`config.mk`:
```
export PLATFORM = sky130hd
export DESIGN_NAME = frabx_exec
export DESIGN_NICKNAME = d
export VERILOG_FILES = /design/src/common/frabx_pkg.sv /design/src/hdl/frabx_alu.sv /design/src/hdl/frabx_exec.sv
export SDC_FILE = /design/constraint.sdc
export NUM_CORES = 1
export LEC_CHECK = 0
export BUFFER_PORTS_ARGS = -buffer_cell sky130_fd_sc_hd__buf_2
export CORE_ASPECT_RATIO = 2
export CORE_MARGIN = 2
export CORE_UTILIZATION = 59
export CTS_BUF_LIST = sky130_fd_sc_hd__clkbuf_4
export DETAILED_ROUTE_END_ITERATION = 10
export GPL_TIMING_DRIVEN = 0
export PLACE_DENSITY = 0.89
export SYNTH_ARGS = -nofsm -noshare
export SYNTH_HDL_FRONTEND = slang
export SYNTH_SLANG_ARGS = --single-unit
```
`constraint.sdc`:
```
create_clock -name clk_in -period 5.38 [get_ports clk_in]
set_input_delay 0.269 -clock clk_in [delete_from_list [all_inputs] [get_ports clk_in]]
set_output_delay 0.269 -clock clk_in [all_outputs]
set_load 0.01 [all_outputs]
```
`src/common/frabx_pkg.sv`:
```
package frabx_pkg;
	// instruction word layout (14-bit core word)
	localparam int INSTR_W        = 14;
	localparam int DATA_W         = 8;
	localparam int FADDR_W        = 7;
	localparam int PC_W           = 13;
	localparam int IMM_W          = 11;
	localparam int DEST_BIT       = 7;
	localparam int PAGE_LO_BIT    = 3;
	localparam int PAGE_HI_BIT    = 4;
	localparam int PAGE_W         = 5;
	localparam int STACK_DEPTH    = 8;
	// opcode fields: bits 13:8 for file ops, 13:11 for the branch
	localparam logic [5:0] OPC_COMPLEMENT = 6'h09;
	localparam logic [5:0] OPC_DECREMENT  = 6'h03;
	localparam logic [5:0] OPC_INCREMENT  = 6'h0A;
	localparam logic [5:0] OPC_DEC_SKIP   = 6'h0B;
	localparam logic [5:0] OPC_INC_SKIP   = 6'h0F;
	localparam logic [5:0] OPC_SWAP       = 6'h0E;
	localparam logic [2:0] OPC_BRANCH     = 3'h5;
	// reset and vector values
	localparam logic [PC_W-1:0]   PC_RESET    = 13'h0000;
	localparam logic [PC_W-1:0]   IRQ_VECTOR  = 13'h0004;
	localparam logic [DATA_W-1:0] WREG_RESET  = 8'h00;
	localparam logic [PAGE_W-1:0] PAGE_RESET  = 5'h00;

	typedef enum logic [2:0] {
		FRABX_NONE,
		FRABX_COMP,
		FRABX_DEC,
		FRABX_INC,
		FRABX_DECSZ,
		FRABX_INCSZ,
		FRABX_SWAP,
		FRABX_BRANCH
	} frabx_op_type;
endpackage

```
`src/hdl/frabx_alu.sv`:
```
`timescale 1ns/1ps
`default_nettype none
// combinational file-register alu for the covered operations
module frabx_alu (
	// operation and operand
	input  wire frabx_pkg::frabx_op_type op_in,
	input  wire logic [7:0]              operand_in,
	// result
	output logic [7:0]                   result_out,
	output logic                         zero_out
);
	// one result path per operation
	always_comb begin
		unique case (op_in)
			frabx_pkg::FRABX_COMP:  result_out = ~operand_in;
			frabx_pkg::FRABX_DEC,
			frabx_pkg::FRABX_DECSZ: result_out = operand_in - 8'h01;
			frabx_pkg::FRABX_INC,
			frabx_pkg::FRABX_INCSZ: result_out = operand_in + 8'h01;
			frabx_pkg::FRABX_SWAP:  result_out = {operand_in[3:0], operand_in[7:4]};
			default:                result_out = operand_in;
		endcase
		zero_out = (result_out == 8'h00);
	end
endmodule // frabx_alu
`default_nettype wire

```
`src/hdl/frabx_exec.sv`:
```
`timescale 1ns/1ps
`default_nettype none
// Function
// - complement reads file, inverts, writes w or file, updates zero flag
// - decrement writes f minus one to selected destination, zero flag only
// - increment writes f plus one to selected destination, zero flag only
// - decrement-skip leaves flags, zero result turns next word into no_operation
// - increment-skip leaves flags, zero result turns next word into no_operation
// - branch loads pc 10:0 from immediate, 12:11 from page latch 4:3
// - branch takes two instruction cycles
// - accepted interrupt starts fetching at address 0x04
// - nibble swap writes swapped value to w, and also to file when d is set, flags untouched
// - interrupt pushes only the pc onto the return stack
module frabx_exec (
	// clock and reset
	input  wire logic        clk_in,
	input  wire logic        sys_rst_in,
	// program memory
	input  wire logic [13:0] instr_in,
	output logic [12:0]      fetch_addr_out,
	// data register file
	output logic [6:0]       file_addr_out,
	input  wire logic [7:0]  file_rdata_in,
	output logic [7:0]       file_wdata_out,
	output logic             file_we_out,
	// core context
	input  wire logic [4:0]  program_page_latch_in,
	input  wire logic        irq_req_in,
	output logic             irq_ack_out,
	output logic [7:0]       wreg_out,
	output logic             zero_flag_out,
	output logic [12:0]      stack_top_out,
	output logic [3:0]       stack_level_out
);
	typedef struct packed {
		logic [12:0] pc;
		logic [7:0]  wreg;
		logic        zero;
		logic        flush;
		logic        hold;
		logic [12:0] top;
		logic [3:0]  level;
		logic [7:0]  fwdata;
		logic        fwe;
		logic        ack;
	} frabx_state_type;

	frabx_state_type st_q, st_d;
	logic [12:0] stack_q [frabx_pkg::STACK_DEPTH];
	frabx_pkg::frabx_op_type op;
	logic [7:0] alu_res;
	logic       alu_zero;
	logic       dest_file;

	// decode the opcode field, decoding reused by the assertions too
	function automatic frabx_pkg::frabx_op_type decode(input logic [13:0] w);
		if (w[13:11] == frabx_pkg::OPC_BRANCH)
			return frabx_pkg::FRABX_BRANCH;
		unique case (w[13:8])
			frabx_pkg::OPC_COMPLEMENT: return frabx_pkg::FRABX_COMP;
			frabx_pkg::OPC_DECREMENT:  return frabx_pkg::FRABX_DEC;
			frabx_pkg::OPC_INCREMENT:  return frabx_pkg::FRABX_INC;
			frabx_pkg::OPC_DEC_SKIP:   return frabx_pkg::FRABX_DECSZ;
			frabx_pkg::OPC_INC_SKIP:   return frabx_pkg::FRABX_INCSZ;
			frabx_pkg::OPC_SWAP:       return frabx_pkg::FRABX_SWAP;
			default:                   return frabx_pkg::FRABX_NONE;
		endcase
	endfunction

	// a flushed slot executes as no_operation
	assign op        = st_q.flush ? frabx_pkg::FRABX_NONE : decode(instr_in);
	assign dest_file = instr_in[frabx_pkg::DEST_BIT];

	frabx_alu u_alu (
		.op_in      (op),
		.operand_in (file_rdata_in),
		.result_out (alu_res),
		.zero_out   (alu_zero)
	);

	// next-state logic for one instruction per clock
	always_comb begin
		st_d       = st_q;
		st_d.pc    = st_q.pc + 13'h0001;
		st_d.flush = 1'b0;
		st_d.fwe   = 1'b0;
		st_d.ack   = 1'b0;
		st_d.hold  = 1'b0;
		// the slot after a redirect is flushed but must not step past the new target
		if (st_q.hold)
			st_d.pc = st_q.pc;
		if (irq_req_in && !st_q.flush) begin
			// only the pc is pushed; w, flags and page latch stay with software
			st_d.top   = st_q.pc;
			st_d.level = st_q.level + 4'h1;
			st_d.pc    = frabx_pkg::IRQ_VECTOR;
			st_d.flush = 1'b1;
			st_d.ack   = 1'b1;
			st_d.hold  = 1'b1;
		end else begin
			unique case (op)
				frabx_pkg::FRABX_COMP, frabx_pkg::FRABX_DEC, frabx_pkg::FRABX_INC: begin
					st_d.zero = alu_zero;
					if (dest_file) begin
						st_d.fwdata = alu_res;
						st_d.fwe    = 1'b1;
					end else
						st_d.wreg = alu_res;
				end
				frabx_pkg::FRABX_DECSZ, frabx_pkg::FRABX_INCSZ: begin
					// flags untouched; skip by flushing the next fetched word
					if (dest_file) begin
						st_d.fwdata = alu_res;
						st_d.fwe    = 1'b1;
					end else
						st_d.wreg = alu_res;
					st_d.flush = alu_zero;
				end
				frabx_pkg::FRABX_SWAP: begin
					st_d.wreg = alu_res;
					if (dest_file) begin
						st_d.fwdata = alu_res;
						st_d.fwe    = 1'b1;
					end
				end
				frabx_pkg::FRABX_BRANCH: begin
					st_d.pc = {program_page_latch_in[frabx_pkg::PAGE_HI_BIT:frabx_pkg::PAGE_LO_BIT],
						instr_in[10:0]};
					st_d.flush = 1'b1;
					st_d.hold  = 1'b1;
				end
				default: ;
			endcase
		end
	end

	// state register, synchronous reset
	always_ff @(posedge clk_in) begin
		if (sys_rst_in) begin
			st_q <= '0;
			st_q.pc <= frabx_pkg::PC_RESET;
			st_q.wreg <= frabx_pkg::WREG_RESET;
		end else
			st_q <= st_d;
	end

	// return stack array; top register mirrors the newest entry
	always_ff @(posedge clk_in) begin
		if (!sys_rst_in && st_d.ack)
			stack_q[st_q.level[2:0]] <= st_q.pc;
	end

	// file writes are registered, so the file sees them one cycle late
	assign fetch_addr_out  = st_q.pc;
	assign file_addr_out   = instr_in[6:0];
	assign file_wdata_out  = st_q.fwdata;
	assign file_we_out     = st_q.fwe;
	assign irq_ack_out     = st_q.ack;
	assign wreg_out        = st_q.wreg;
	assign zero_flag_out   = st_q.zero;
	assign stack_top_out   = st_q.top;
	assign stack_level_out = st_q.level;

	// checks: file operations, expected values worked out from the operand
	chk_comp_zero: assert property (@(posedge clk_in) disable iff (sys_rst_in)
		(op == frabx_pkg::FRABX_COMP && !irq_req_in) |=>
			zero_flag_out == ($past(file_rdata_in) == 8'hFF))
		else $error("complement zero flag wrong");
	chk_comp_file: assert property (@(posedge clk_in) disable iff (sys_rst_in)
		(op == frabx_pkg::FRABX_COMP && !irq_req_in && dest_file) |=>
			file_we_out && file_wdata_out == ~$past(file_rdata_in))
		else $error("complement file write wrong");
	chk_dec_result: assert property (@(posedge clk_in) disable iff (sys_rst_in)
		(op == frabx_pkg::FRABX_DEC && !irq_req_in && !dest_file) |=>
			wreg_out == $past(file_rdata_in) - 8'h01)
		else $error("decrement result wrong");
	chk_inc_result: assert property (@(posedge clk_in) disable iff (sys_rst_in)
		(op == frabx_pkg::FRABX_INC && !irq_req_in && dest_file) |=>
			file_we_out && file_wdata_out == $past(file_rdata_in) + 8'h01)
		else $error("increment result wrong");
	// skips keep the flags and drop exactly one word, with no pc hold
	chk_skip_flags: assert property (@(posedge clk_in) disable iff (sys_rst_in)
		((op == frabx_pkg::FRABX_DECSZ || op == frabx_pkg::FRABX_INCSZ) && !irq_req_in) |=>
			$stable(zero_flag_out))
		else $error("skip changed flags");
	chk_skip_nop: assert property (@(posedge clk_in) disable iff (sys_rst_in)
		((op == frabx_pkg::FRABX_DECSZ || op == frabx_pkg::FRABX_INCSZ) && !irq_req_in && alu_zero) |=>
			(st_q.flush && op == frabx_pkg::FRABX_NONE) ##1
			(!st_q.flush && fetch_addr_out == $past(fetch_addr_out) + 13'h0001))
		else $error("skip did not replace next word");
	// branch: target, flags and the held fetch in the flushed slot
	chk_branch_pc: assert property (@(posedge clk_in) disable iff (sys_rst_in)
		(op == frabx_pkg::FRABX_BRANCH && !irq_req_in) |=> fetch_addr_out ==
			{$past(program_page_latch_in[frabx_pkg::PAGE_HI_BIT:frabx_pkg::PAGE_LO_BIT]), $past(instr_in[10:0])})
		else $error("branch target wrong");
	chk_branch_flags: assert property (@(posedge clk_in) disable iff (sys_rst_in)
		(op == frabx_pkg::FRABX_BRANCH && !irq_req_in) |=>
			$stable(zero_flag_out) && $stable(wreg_out))
		else $error("branch changed flags");
	chk_branch_two: assert property (@(posedge clk_in) disable iff (sys_rst_in)
		(op == frabx_pkg::FRABX_BRANCH && !irq_req_in) |=>
			st_q.flush ##1 (!st_q.flush && $stable(fetch_addr_out)))
		else $error("branch not two cycles");
	// interrupt entry: vector, push, refusal in a flushed slot
	chk_irq_vector: assert property (@(posedge clk_in) disable iff (sys_rst_in)
		(irq_req_in && !st_q.flush) |=> irq_ack_out && fetch_addr_out == frabx_pkg::IRQ_VECTOR &&
			stack_top_out == $past(fetch_addr_out))
		else $error("interrupt vector or push wrong");
	chk_vector_fetch: assert property (@(posedge clk_in) disable iff (sys_rst_in)
		(irq_req_in && !st_q.flush) |=>
			st_q.flush ##1 (!st_q.flush && fetch_addr_out == frabx_pkg::IRQ_VECTOR))
		else $error("vector word not fetched");
	chk_irq_refused: assert property (@(posedge clk_in) disable iff (sys_rst_in)
		(irq_req_in && st_q.flush) |=> !irq_ack_out && $stable(stack_level_out))
		else $error("interrupt taken in flushed slot");
	chk_irq_context: assert property (@(posedge clk_in) disable iff (sys_rst_in)
		(irq_req_in && !st_q.flush) |=>
			$stable(wreg_out) && $stable(zero_flag_out) && !file_we_out)
		else $error("interrupt saved or changed context");
	// the stack array and the top register must agree after every push
	chk_stack_mirror: assert property (@(posedge clk_in) disable iff (sys_rst_in)
		irq_ack_out |-> stack_q[stack_level_out[2:0] - 3'h1] == stack_top_out)
		else $error("stack entry differs from top");
	chk_swap_flags: assert property (@(posedge clk_in) disable iff (sys_rst_in)
		(op == frabx_pkg::FRABX_SWAP && !irq_req_in) |=> $stable(zero_flag_out) &&
			wreg_out == {$past(file_rdata_in[3:0]), $past(file_rdata_in[7:4])})
		else $error("swap wrong");
	chk_plain_one: assert property (@(posedge clk_in) disable iff (sys_rst_in)
		(op == frabx_pkg::FRABX_DEC && !irq_req_in) |=>
			!st_q.flush && fetch_addr_out == $past(fetch_addr_out) + 13'h0001)
		else $error("plain op not one cycle");
	cov_branch: cover property (@(posedge clk_in) op == frabx_pkg::FRABX_BRANCH);
	cov_incskip: cover property (@(posedge clk_in) op == frabx_pkg::FRABX_INCSZ && alu_zero);
	cov_skip:   cover property (@(posedge clk_in) op == frabx_pkg::FRABX_DECSZ && alu_zero);
	cov_irq:    cover property (@(posedge clk_in) irq_ack_out);
	cov_swap:   cover property (@(posedge clk_in) op == frabx_pkg::FRABX_SWAP);
endmodule // frabx_exec
`default_nettype wire

```
Word level (Yosys, flattened, before mapping)
Index checks and enable logic that the tools add are counted.
{"block": "word_totals", "register_bits": 51, "out_inout_bits": 56, "romBits": 0, "elab_cells": 66, "latchBits": 0, "inputBits": 30, "memories": 0, "ramBits": 0}
{"block": "op_classes", "n_reduce_logical": 15, "n_shift": 0, "mux": 16, "bitwise": 3, "div": 0, "mul": 0, "n_addsub": 4, "eq_ne": 17, "magnitude_cmp": 0}
{"cell": "$pmux 8 s4", "n": 1}
{"cell": "$eq 6x4->1 const B", "n": 5}
{"cell": "$mux 13", "n": 2}
{"cell": "$pmux 3 s6", "n": 1}
{"cell": "$pmux 8 s2", "n": 1}
{"cell": "$eq 3x3->1 const B", "n": 5}
{"cell": "$add 13x1->13 const B", "n": 1}
{"cell": "$mux 3", "n": 4}
{"cell": "$add 8x1->8 const B", "n": 1}
{"cell": "$logic_not 8->1", "n": 1}
{"cell": "$mux 8", "n": 1}
{"cell": "$not 8->8", "n": 1}
{"cell": "$reduce_or 2->1", "n": 4}
{"cell": "$sub 8x1->8 const B", "n": 1}
{"cell": "$eq 3x2->1 const B", "n": 2}
{"cell": "$eq 6x2->1 const B", "n": 1}
{"cell": "$reduce_and 3->1", "n": 2}
{"cell": "$reduce_or 3->1", "n": 2}
{"cell": "$reduce_or 6->1", "n": 1}
{"cell": "$reduce_or 5->1", "n": 1}
{"cell": "$add 4x1->4 const B", "n": 1}
{"cell": "$mux 1", "n": 4}
{"cell": "$eq 3x1->1 const B", "n": 1}
{"cell": "$ne 3x1->1 const B", "n": 1}
{"cell": "other kinds (9)", "n": 10}

Depth between registers and ports, before layout
Gate-level depths: netlist of run 1.
{"block": "logic_depth", "depth_word": 10, "ltp_mapped": 13}

Hierarchy
A second synthesis of run 1 with hierarchy kept.
{"block": "hier_totals", "cells_unflattened": 411, "area_unflattened_um2": 3420.8}
{"mod": "frabx_exec", "instances": 1, "area_each_um2": 2680.1, "cells_per_inst": 306}
{"mod": "frabx_alu", "instances": 1, "area_each_um2": 740.7, "cells_per_inst": 105}

Least setup slack after synthesis of run 1
No wires, ideal clock.
{"block": "synth_path", "path_kind": "reg2reg", "from": "register st_q[28] in the netlist's numbering", "to": "register st_q[28] in the netlist's numbering", "setup_time_ns": 0.087, "stages_incl_launch_ff": 12, "setup_slack_ns": 2.517, "n_path_buf": 0, "synth_period_minus_slack_ns": 2.863, "arrival_time_ns": 2.776, "path_cell_list": "dfxtp_1 -> nor3_2 -> o2111a_1 -> nand2_1 -> fa_1 -> a211oi_1 -> nor2_1 -> xor2_1 -> a211oi_2 -> and3_1 -> nand4_1 -> o31ai_1"}
{"block": "synth_via", "elab_chain_len": 7}
{"item": "start, declared", "line_no": "frabx_exec.sv:48", "text": "frabx_state_type st_q, st_d;"}
{"item": "start signal, assigned", "line_no": "frabx_exec.sv:144", "text": "st_q <= st_d;"}
{"item": "$mux 3", "line_no": "frabx_exec.sv:71", "text": "assign op = st_q.flush ? frabx_pkg::FRABX_NONE : decode(instr_in);"}
{"item": "$eq 3x2->1 or $eq 3x3->1 (tied branches)", "line_no": "frabx_alu.sv:14, frabx_exec.sv:101"}
{"item": "$reduce_or 2->1", "line_no": "frabx_alu.sv:14", "text": "unique case (op_in)"}
{"item": "$pmux 8 s4", "line_no": "frabx_alu.sv:14"}
{"item": "$logic_not 8->1", "line_no": "frabx_alu.sv:23", "text": "zero_out = (result_out == 8'h00);"}
{"item": "$pmux 1 s2", "line_no": "frabx_exec.sv:101", "text": "unique case (op)"}
{"item": "$mux 2 *", "line_no": "frabx_exec.sv:92", "text": "if (irq_req_in && !st_q.flush) begin"}
Mark *: on every way between the ends. The rest lies on a longest branch, timed or not.
A chain may end at the register's enable or synchronous reset.

Final worst setup path of run 1
{"block": "layout_path", "from": "register st_q[28] in the netlist's numbering", "to": "register st_q, in the netlist zero_flag_out"}
{"block": "layout_via", "elab_chain_len": 5}
{"item": "$mux 3", "line_no": "frabx_exec.sv:71"}
{"item": "$eq 3x2->1 or $eq 3x3->1 (tied branches)", "line_no": "frabx_alu.sv:14, frabx_exec.sv:101"}
{"item": "$reduce_or 2->1", "line_no": "frabx_alu.sv:14"}
{"item": "$pmux 8 s4", "line_no": "frabx_alu.sv:14"}
{"item": "$logic_not 8->1", "line_no": "frabx_alu.sv:23"}
Parallel ways exist; a longest one is shown, timed or not.

==> results of run 1 <==
-- layout make-up --
cell class	count	area, um2	area share [%]
tap	58	72.57	1.980
timing repair buffer	81	405.4	11.06
inverter	1	3.754	0.1024
clock inverter	3	20.02	0.5463
clock buffer	5	37.54	1.024
buffer	71	474.2	12.94
multi-input combinational	250	1630	44.49
sequential	51	1021	27.86
-- through the flow --
| stage | area [um2] | total power [mW] | instances |
|---|---|---|---|
| 3_5_place_dp | 3607 | 0.5577 | 512 |
| 4_1_cts | 3665 | 0.7292 | 520 |
| 6_report | 3665 | 0.7282 | 520 |
| 2_1_floorplan | 3129 | 0.5058 | 373 |
| 3_3_place_gp | 3607 | 0.5519 | 512 |
| 5_1_grt | 3665 | 0.7592 | 520 |
-- cell usage after synthesis, types with 3 or more instances --
master    number  area share (%)
a211oi_1      26             6.2
a21o_1         4            0.96
a21oi_1       24             3.8
a22o_1         3            0.84
and3_1         9             1.8
buf_2          4            0.64
buf_4         54              13
clkbuf_1      12             1.4
dfxtp_1       51              33
ha_1           8             3.2
mux2i_1        3            0.96
nand2_1       38             4.6
nand2b_1       4            0.80
nand3_1        3            0.48
nand4_1        3            0.60
nor2_1        38             4.6
nor2b_1       15             3.0
o21ai_0        9             1.4
o31ai_1        3            0.72
xnor2_1       16             4.5
xor2_1         6             1.7
-- worst reg2reg max path: stages (launching register included) --
cell	delay [ps]
dfxtp_1	430
nor3_2	240
o2111a_1	420
nand2_1	280
ha_1	360
a21o_1	180
a21oi_1	170
xnor2_1	80
a222oi_1	650
and3_1	270
nand4_1	130
o31ai_1	270
-- power by group through the flow --
stage | clock network [mW] | logic (mW) | registers, mW
after CTS | 0.178 | 0.149 | 0.401
after global placement | 0 | 0.143 | 0.409
after detailed placement | 0 | 0.148 | 0.409
after global routing | 0.192 | 0.164 | 0.403
after floorplan | 0 | 0.0998 | 0.406
final | 0.177 | 0.149 | 0.402
-- layer usage --
layer	share of wire, %	wire [um]
met4	3.5	265
met2	58	4429
met1	35	2650
met3	3.7	285
met5	0	0
-- kinds of logic (layout without fill, tap and decap cells) --
family | count (synthesis) | in the layout | synth area share, %
AND/OR/NAND/NOR | 130 | 130 | 21.75
AO/OA/AOI/OAI | 86 | 86 | 19.39
buffers and inverters | 72 | 161 | 15.27
flip-flops | 51 | 51 | 32.63
XOR/XNOR | 22 | 22 | 6.157
adder cells (fa/ha/maj) | 9 | 9 | 3.839
multiplexers | 3 | 3 | 0.9597
-- worst paths after layout --
kind / from / end / cells past startpoint
max: st_q[28] / zero_flag_out / 11
min: instr_in[0] / fetch_addr_out[0] / 3
max reg2reg: st_q[28] / zero_flag_out / 11
min reg2reg: stack_top_out[9] / stack_top_out[9] / 2
-- placed cells by master, fill, tap and decap left out, drive strengths merged, types with 2 or more instances in the layout --
| master | instances |
|---|---|
| nor2 | 38 |
| buf | 140 |
| nor2b | 15 |
| nand3 | 3 |
| a211oi | 29 |
| nor3 | 2 |
| mux2i | 3 |
| nand3b | 3 |
| a21oi | 24 |
| dfxtp | 51 |
| nand4 | 3 |
| o21a | 2 |
| a21o | 4 |
| or2 | 2 |
| or3 | 2 |
| a311oi | 2 |
| o31ai | 3 |
| clkinv | 2 |
| nand2b | 4 |
| nand2 | 38 |
| clkbuf | 17 |
| a22o | 3 |
| and3 | 9 |
| and3b | 2 |
| o21ai | 9 |
| xor2 | 6 |
| ha | 8 |
| nor3b | 3 |
| and2 | 2 |
| o2111ai | 2 |
| o211ai | 2 |
| xnor2 | 16 |
-- state kept, by name (all words and copies together) (netlist names) --
name	flops
fetch_addr_out	13
file_wdata_out	8
file_we_out	1
irq_ack_out	1
st_q	2
stack_level_out	4
stack_top_out	13
wreg_out	8
zero_flag_out	1
==> impl_results.md, run 1 <==
- GR Util met1: 24.98%
- Core Rows: 37
- FILL cells: 429
- Psw: 0.2205 mW
- Total Die Area: 5937 um2
- Gp weighted congestion: 0.8945
- Max-cap violation count: 0
- Cts bufs inserted: 5
- Post_cts resized: 0
- Flops & latches, synth: 51
- Final ANT Viol Nets: 0
- Post-synth ARST share: 0%
- Slew @ Worst Pin: 757.9 ps
- Setup_tns: 0 ps
- Post-synth EDFFs: 0
- Rel. slew slack: 49.48%
- Chip Width: 55.50 um
- P_int: 0.5077 mW
- Crit Path Class: flip-flop to flip-flop
- Clock power frac: 24.3%
- Post-CTS setup buffers: 0
- Final nets: 500
- Synth unique cells: 52
- Crit path launch type: flip-flop
- Crit. End Element: flip-flop
- Main synth FF type: dfxtp_1
- Met2 usage: 51.62%
- Die Y: 107.0 um
- Wire per inst: 14.68 um
- Crit path DAT: 3860 ps
- Critical path peak fanout: 8
- Via count: 2895
- First-pass GRT wire length: 12.54 mm
- Critical path's slowest cell: a222oi_1
- Status: complete, no violations
- CP peak stage delay: 650 ps
- Buf+Inv Stages, Crit Path: 0
- Mapped Nets: 412
- Switching Fraction: 30.28%
- Largest net degree at the start of global routing: 17
- CP top delay family: compound AO/OA/AOI/OAI gates
- TritonCTS clock tree: done
- Share of post-route cells with drive strength above 1: 34.42%
- CTS clk-pin slew, worst paths: 150 ps
- Tightest Hold Check Type: input pin to flip-flop
- Inserted Diodes: 0
- Initial DRT Pass Iterations: 4
- Clock Latency Late Sink: 380 ps
- Leakage: 1.701 nW
- CTS Hold Buffers Added: 0
- Top-Level Pins: 86
- Post-route clock period utilization: 66.32%
- Via density per instance: 5.567
- Final Max Tran Viols: 0
- Area delta synth->final: 17.11%
- Post-Syn Area: 3129 um2
- Crit path cell chain: nor3_2, o2111a_1, nand2_1, ha_1, a21o_1, a21oi_1, xnor2_1, a222oi_1, and3_1, nand4_1, o31ai_1
- PD cells: 198.7 nW/um2
- Dpl hpwl: 6.096 mm
- # DRC: 0
- R2R setup slack: 1810 ps
- Combinational fraction of design power: 20.5%
- Yosys synthesis warning count: 0
- Avg Inst Size Synth: 8.389 um2
- Gr ovfl total: 0
- Initial core utilization: 60.90%
- Max Clk Rate: 0.2803 GHz
- Setup violators final: 0
- Starting DRT DRC Count: 63
- Critical Path RT: 5670 ps
- Dpl ws: 1797 ps
- Total track usage: 26.52%
- Final setup skew: 12.95 ps
- Number of global-route vias before repair: 2851
- Synth Instances: 373
- RSZ-0062 raised after global routing: no
- CTS Root Cell: clkbuf_4
- Initial antenna violation count: 0
- Reg power frac: 55.2%
- Hold slack: 133.0 ps
- Gr busiest metal: met2
- Final WS setup: 1812 ps
- Clock sinks: 51
- Core Area: 5139 um2
- Total wire length: 7.631 mm
- GR Util met3: 3.739%
- Port Buf Inserts: 81
- Min cycle time layout: 3568 ps
- Utilization after layout: 71.32%
- Buffer depth of the longest clock path: 2
- Max H-tree Level: 2
- Final Hold Fails: 0
- Worst VDD drop: 208.7 uV
- Register area share after synthesis: 32.63%
Note: power is estimated with default switching activity, not from simulation.
==> run 2, diff against run 1 <==
Settings changed: ABC_AREA set to 1, CORE_UTILIZATION 59 to 55, PLACE_DENSITY 0.89 to 0.83.
Clock period 5.38 ns to 3.5 ns, I/O delays scaled along.
==> run 2 against run 1 <==
Register-to-register slack worse by 1300 ps. Synthesized area is 4.4% higher. Core utilization is 4.8 points lower. Setup slack worse by 1300 ps. Clock-buffer cell count stayed put. Combinational power is 130% higher. Cell count is 15% higher. Largest cell class unchanged.
==> impl_results.md, run 2 <==
- Status: complete, no violations
- Post_cts resized: 0
- Total Die Area: 6609 um2
- Area delta synth->final: 16.32%
- Gr ovfl total: 0
- Max Clk Rate: 0.3355 GHz
- Max-cap violation count: 0
- Port Buf Inserts: 81
- Final ANT Viol Nets: 0
- Min cycle time layout: 2981 ps
- Via density per instance: 5.167
- Main synth FF type: dfxtp_1
- Final Hold Fails: 0
- Largest net degree at the start of global routing: 16
- Post-route clock period utilization: 85.16%
- Gp weighted congestion: 0.9164
- Rel. slew slack: 64.48%
- Clock sinks: 51
- Combinational fraction of design power: 27.8%
- Hold Startpoint: program_page_latch_in[4]
- Reg power frac: 51.1%
- Initial antenna violation count: 0
- Seq. cell area: 1021 um2
- Worst VDD drop: 280.8 uV
- Wire per inst: 12.22 um
- Final Max Tran Viols: 0
- Post-CTS setup buffers: 0
- TritonCTS clock tree: done
- CTS Hold Buffers Added: 0
- Starting DRT DRC Count: 101
- Avg Inst Size Synth: 7.276 um2
- PD cells: 321.7 nW/um2
- Post-synth EDFFs: 0
- Critical Path RT: 3810 ps
- Commonest cells after routing, fill and taps aside: 82 x buf_2, 78 x nand2_1, 53 x buf_4
- Psw: 0.4002 mW
- Setup violators final: 0
- Post-synth ARST share: 0%
- Commonest non-fill, non-tap cell in the layout: buf_2
- Core Area: 5709 um2
- Total wire length: 7.310 mm
- Leakage: 1.930 nW
- Core Rows: 39
- Crit Path Class: flip-flop to flip-flop
- Post-Syn Area: 3267 um2
- Inserted Diodes: 0
- P_int: 0.8221 mW
- CTS Root Cell: clkbuf_4
- Setup_tns: 0 ps
- RSZ-0062 raised after global routing: no
- Final setup skew: 5.198 ps
- Buffer depth of the longest clock path: 2
- Utilization after layout: 66.56%
- CTS clk-pin slew, worst paths: 140 ps
- Critical Path Source: st_q[28]
- Yosys synthesis warning count: 0
- Flops & latches, synth: 51
- First-pass GRT wire length: 12.00 mm
- Cts bufs inserted: 5
- Initial core utilization: 57.22%
- Switching Fraction: 32.74%
- Area of the multi-input gates: 1618 um2
- Crit path launch type: flip-flop
- Number of instances in the placed design: 591
- Initial DRT Pass Iterations: 4
- Total track usage: 22.89%
- Top-Level Pins: 86
- Slew @ Worst Pin: 530.8 ps
- Tightest Hold Check Type: input pin to flip-flop
- Mapped Nets: 488
- Die Y: 113.0 um
- Ranking of synthesized cells by area: dfxtp_1 31%, buf_4 12%, nand2_1 9.0%, nor2_1 5.3%, o21ai_0 4.7%
- Total Power: 1.222 mW
- Most frequent cells after synthesis: 78 x nand2_1, 53 x buf_4, 51 x dfxtp_1, 46 x nor2_1, 41 x inv_1
- Synth top area share: 31.25%
- Clock Latency Late Sink: 350 ps
- Synth Instances: 449
- Clock power frac: 21.1%
- RR Startpoint: st_q[28]
- Area leader, netlist: dfxtp_1
- Share of post-route cells with drive strength above 1: 34.08%
- Register area share after synthesis: 31.25%
- Cell with the most instances after synthesis: nand2_1
- Chip Width: 58.50 um
- Critical path peak fanout: 7
- Max H-tree Level: 2
- # DRC: 0
- Via count: 3090
- Crit. End Element: flip-flop
- FILL cells: 487
- Crit path DAT: 3290 ps
- Final nets: 576
- Post-route insts no fill: 598
- Number of global-route vias before repair: 2907
- Synth unique cells: 42
- Dpl hpwl: 5.987 mm
==> run 2: changes by cell type after synthesis, sizes merged, moves of 7 or more <==
| cell | change |
|---|---|
| a211oi | -27 |
| and3 | -8 |
| clkbuf | -7 |
| inv | +47 |
| nand2 | +47 |
| nand3 | +24 |
| nor2 | +19 |
| nor2b | -15 |
| o21ai | +27 |
| xnor2 | -11 |
==> run 2: critical path, stage by stage (launching register included) <==
cell and delay, ps:
dfxtp_1 480, inv_2 120, nand2_4 140, inv_1 100, nand2_1 90, nand2_1 200, ha_1 420, a21oi_1 210
nand2_1 130, a21oi_1 200, nand3b_1 170, nand3_1 90, nand3_1 80, nand2_1 50, nand2_1 170, nand3_2 130
a21oi_2 120
==> run 2: per-stage QoR <==
| stage | hold WS (ps) | worst slack [ps] | instance area [um2] |
|---|---|---|---|
| after floorplan | 326.0 | 931.9 | 3267 |
| after global placement | 436.3 | 475.9 | 3749 |
| after detailed placement | 444.8 | 359.0 | 3749 |
| after CTS | 68.79 | 532.3 | 3800 |
| after global routing | 78.30 | 243.3 | 3800 |
| final | 82.53 | 519.3 | 3800 |
==> run 2: logic make-up (layout without fill, tap and decap cells) <==
logic type | count (synthesis) | in the layout | synth area share [%]
simple gates | 183 | 183 | 27.54
compound gates | 80 | 80 | 14.02
xor+xnor | 16 | 16 | 4.289
fa+ha+maj | 9 | 9 | 3.677
buf+inv | 110 | 198 | 19.23
flops | 51 | 51 | 31.25
==> run 2: area by class of cell <==
class	instances	share of cell area (%)
buffer	62	11.79
clock buffer	5	0.9878
clock inverter	2	0.3622
inverter	48	4.742
multi-input combinational	288	42.57
sequential	51	26.87
tap	61	2.009
timing repair buffer	81	10.67
==> run 2: path summary, 6_finish.rpt <==
kind | endpoint | slack, ps | cells after the start
worst max-delay path | zero_flag_out | 520 | 16
worst min-delay path | fetch_addr_out[12] | 80 | 3
worst max register to register | zero_flag_out | 520 | 16
worst min register to register | stack_top_out[8] | 470 | 2
==> run 2: metal layers <==
metal | GRT usage [%] | routed length (um)
met5 | 0 | 0
met4 | 11.94 | 231
met3 | 3.086 | 290
met2 | 45.02 | 4185
met1 | 21.16 | 2603
==> run 2: power groups by stage <==
| stage | Clock [mW] | Combinational [mW] | Sequential [mW] |
|---|---|---|---|
| 3_5_place_dp | 0 | 0.339 | 0.637 |
| 3_3_place_gp | 0 | 0.331 | 0.636 |
| 5_1_grt | 0.285 | 0.378 | 0.628 |
| 6_report | 0.258 | 0.340 | 0.624 |
| 2_1_floorplan | 0 | 0.242 | 0.633 |
| 4_1_cts | 0.266 | 0.341 | 0.624 |
==> run 3, diff against run 2 <==
Settings changed: ABC_AREA 1 to unset, CORE_UTILIZATION 55 to 54, PLACE_DENSITY 0.83 to 0.82.
Clock period 3.5 ns to 3.3 ns, I/O delays scaled along.
==> run 3 against run 2 <==
Critical path depth is 5 lower. Non-clock buffer count rose by 15. Hold slack got worse by 16 ps. Clock power grew 12%. Clock-buffer cell count up 1. Via count is 7.0% lower. Clock skew rose by 10 ps. Global-route usage increased by 0.97 points. Cell count fell by 12%. Core utilization shrank 0.60 points. Die area fell by 2.3%. Design area down 1.7%. Critical endpoint is now st_q[28]. Largest cell class unchanged.
==> impl_results.md, run 3 (synthesized netlist as in run 1, its figures left out) <==
- Status: complete, no violations
- Number of instances in the placed design: 515
- Area of the multi-input gates: 1649 um2
- # DRC: 0
- Die Y: 111.7 um
- Final setup skew: 15.19 ps
- Final WS setup: 178.7 ps
- Clock Latency Late Sink: 380 ps
- Initial antenna violation count: 0
- Commonest non-fill, non-tap cell in the layout: buf_2
- R2R setup slack: 180 ps
- Share of post-route cells with drive strength above 1: 36.32%
- Rel. slew slack: 54.02%
- Utilization after layout: 65.96%
- Leakage: 1.739 nW
- CP dominant cell by count: o31ai_1
- Wire per inst: 14.15 um
- R2R depth: 11
- Critical path peak fanout: 7
- RR Startpoint: st_q[28]
- Worst VDD drop: 319.5 uV
- Setup_tns: 0 ps
- Max Clk Rate: 0.3204 GHz
- Crit path DAT: 3400 ps
- Hold Startpoint: program_page_latch_in[3]
- Final nets: 506
- Seq. cell area: 1022 um2
- Total wire length: 7.484 mm
- Clock power frac: 24.2%
- Core Area: 5660 um2
- PD cells: 320.7 nW/um2
- Critical Path RT: 3580 ps
- P_int: 0.8424 mW
- Max H-tree Level: 2
- Worst hold stages: 3
- Final Max Tran Viols: 0
- Total Die Area: 6457 um2
- Tightest Hold Check Type: input pin to flip-flop
- Clock sinks: 51
- Psw: 0.3550 mW
- Post-route insts no fill: 529
- Largest net degree at the start of global routing: 16
- CP peak stage delay: 450 ps
- GR Util met3: 3.368%
- Initial DRT Pass Iterations: 4
- Gp weighted congestion: 0.8722
- Reg-to-reg endpoint: st_q[28]
- Post-route clock period utilization: 94.59%
- Crit path cell chain: nor3_4, o2111a_2, nand2_2, fa_1, a211oi_2, nor3b_1, o31ai_1, xnor2_1, a21oi_2, nand4_1, o31ai_1
- Total track usage: 23.86%
- Crit Path Class: flip-flop to flip-flop
- Final ANT Viol Nets: 0
- Max-cap violation count: 0
- Port Buf Inserts: 81
- Via count: 2875
- Critical path's slowest cell: fa_1
- CTS Root Cell: clkbuf_4
- Core Rows: 39
- FILL cells: 502
- Chip Width: 57.83 um
- Crit. End Element: flip-flop
- RSZ-0062 raised after global routing: no
- Hold endpoint: fetch_addr_out[11]
- Gr busiest metal: met2
- Slew @ Worst Pin: 689.7 ps
- First-pass GRT wire length: 12.33 mm
- GR Util met1: 23.91%
- Top-Level Pins: 86
- TritonCTS clock tree: done
- Initial core utilization: 55.28%
- CTS Hold Buffers Added: 0
- Cts bufs inserted: 5
- Reg power frac: 54.7%
- Area delta synth->final: 19.31%
- Buffer depth of the longest clock path: 2
- Switching Fraction: 29.65%
- CTS clk-pin slew, worst paths: 140 ps
- Inserted Diodes: 0
- Hold slack: 66.05 ps
- Setup violators final: 0
- Final Hold Fails: 0
- Commonest cells after routing, fill and taps aside: 85 x buf_2, 60 x buf_4, 50 x dfxtp_1
- Via density per instance: 5.435
- Starting DRT DRC Count: 100
- Min cycle time layout: 3121 ps
- Dpl ws: -247.5 ps
- Dpl hpwl: 5.856 mm
- Met2 usage: 43.26%
- Combinational fraction of design power: 21.1%
- Crit path launch type: flip-flop
- Number of global-route vias before repair: 2829
- Gr ovfl total: 0
-- run 3: metrics by stage --
| step | power [mW] | area (um2) |
|---|---|---|
| after detailed placement | 0.9084 | 3611 |
| after floorplan | 0.8246 | 3129 |
| final | 1.197 | 3734 |
| after CTS | 1.192 | 3696 |
| after global placement | 0.9007 | 3611 |
| after global routing | 1.252 | 3734 |
-- run 3: power by group through the flow --
stage	sequential, mW	combinational, mW	clock, mW
floorplan	0.662	0.163	0
global placement	0.666	0.234	0
detailed placement	0.667	0.241	0
CTS	0.654	0.246	0.292
global route	0.658	0.274	0.320
finish	0.654	0.253	0.290
-- run 3: worst max-delay path by stage --
stage             start            end  slack, ps
5_1_grt        st_q[28]       st_q[28]         50
4_1_cts        st_q[28]       st_q[28]         40
3_5_place_dp   st_q[28]       st_q[28]       -250
3_3_place_gp   st_q[28]  zero_flag_out        -90
2_1_floorplan  st_q[28]       st_q[28]        440
6_report       st_q[28]       st_q[28]        180
-- run 3: layout make-up --
| cell class | instances | area share, % |
|---|---|---|
| Buffer | 71 | 12.70 |
| Clock buffer | 6 | 1.206 |
| Clock inverter | 2 | 0.3351 |
| Inverter | 1 | 0.1005 |
| Multi-Input combinational cell | 250 | 44.17 |
| Sequential cell | 51 | 27.38 |
| Tap cell | 61 | 2.044 |
| Timing Repair Buffer | 87 | 12.06 |
-- run 3: metal layers --
layer  share of wire [%]  routed length [um]
met5                   0                   0
met4                 5.6                 422
met3                 4.4                 328
met2                  54                4068
met1                  36                2665
-- run 3: timing repair --
item / in CTS / in global routing
endpoints found under the setup margin: 2 / 2
pin swaps: 1 / 2
resized for setup: 4 / 2
buffers inserted: 2 / 4
-- run 3: critical path, delay by kind of cell (launching register included) --
family	cells	cell delay [ps]
compound gates	5	1450
xor+xnor	1	130
fa+ha+maj	1	450
flops	1	400
simple gates	4	590
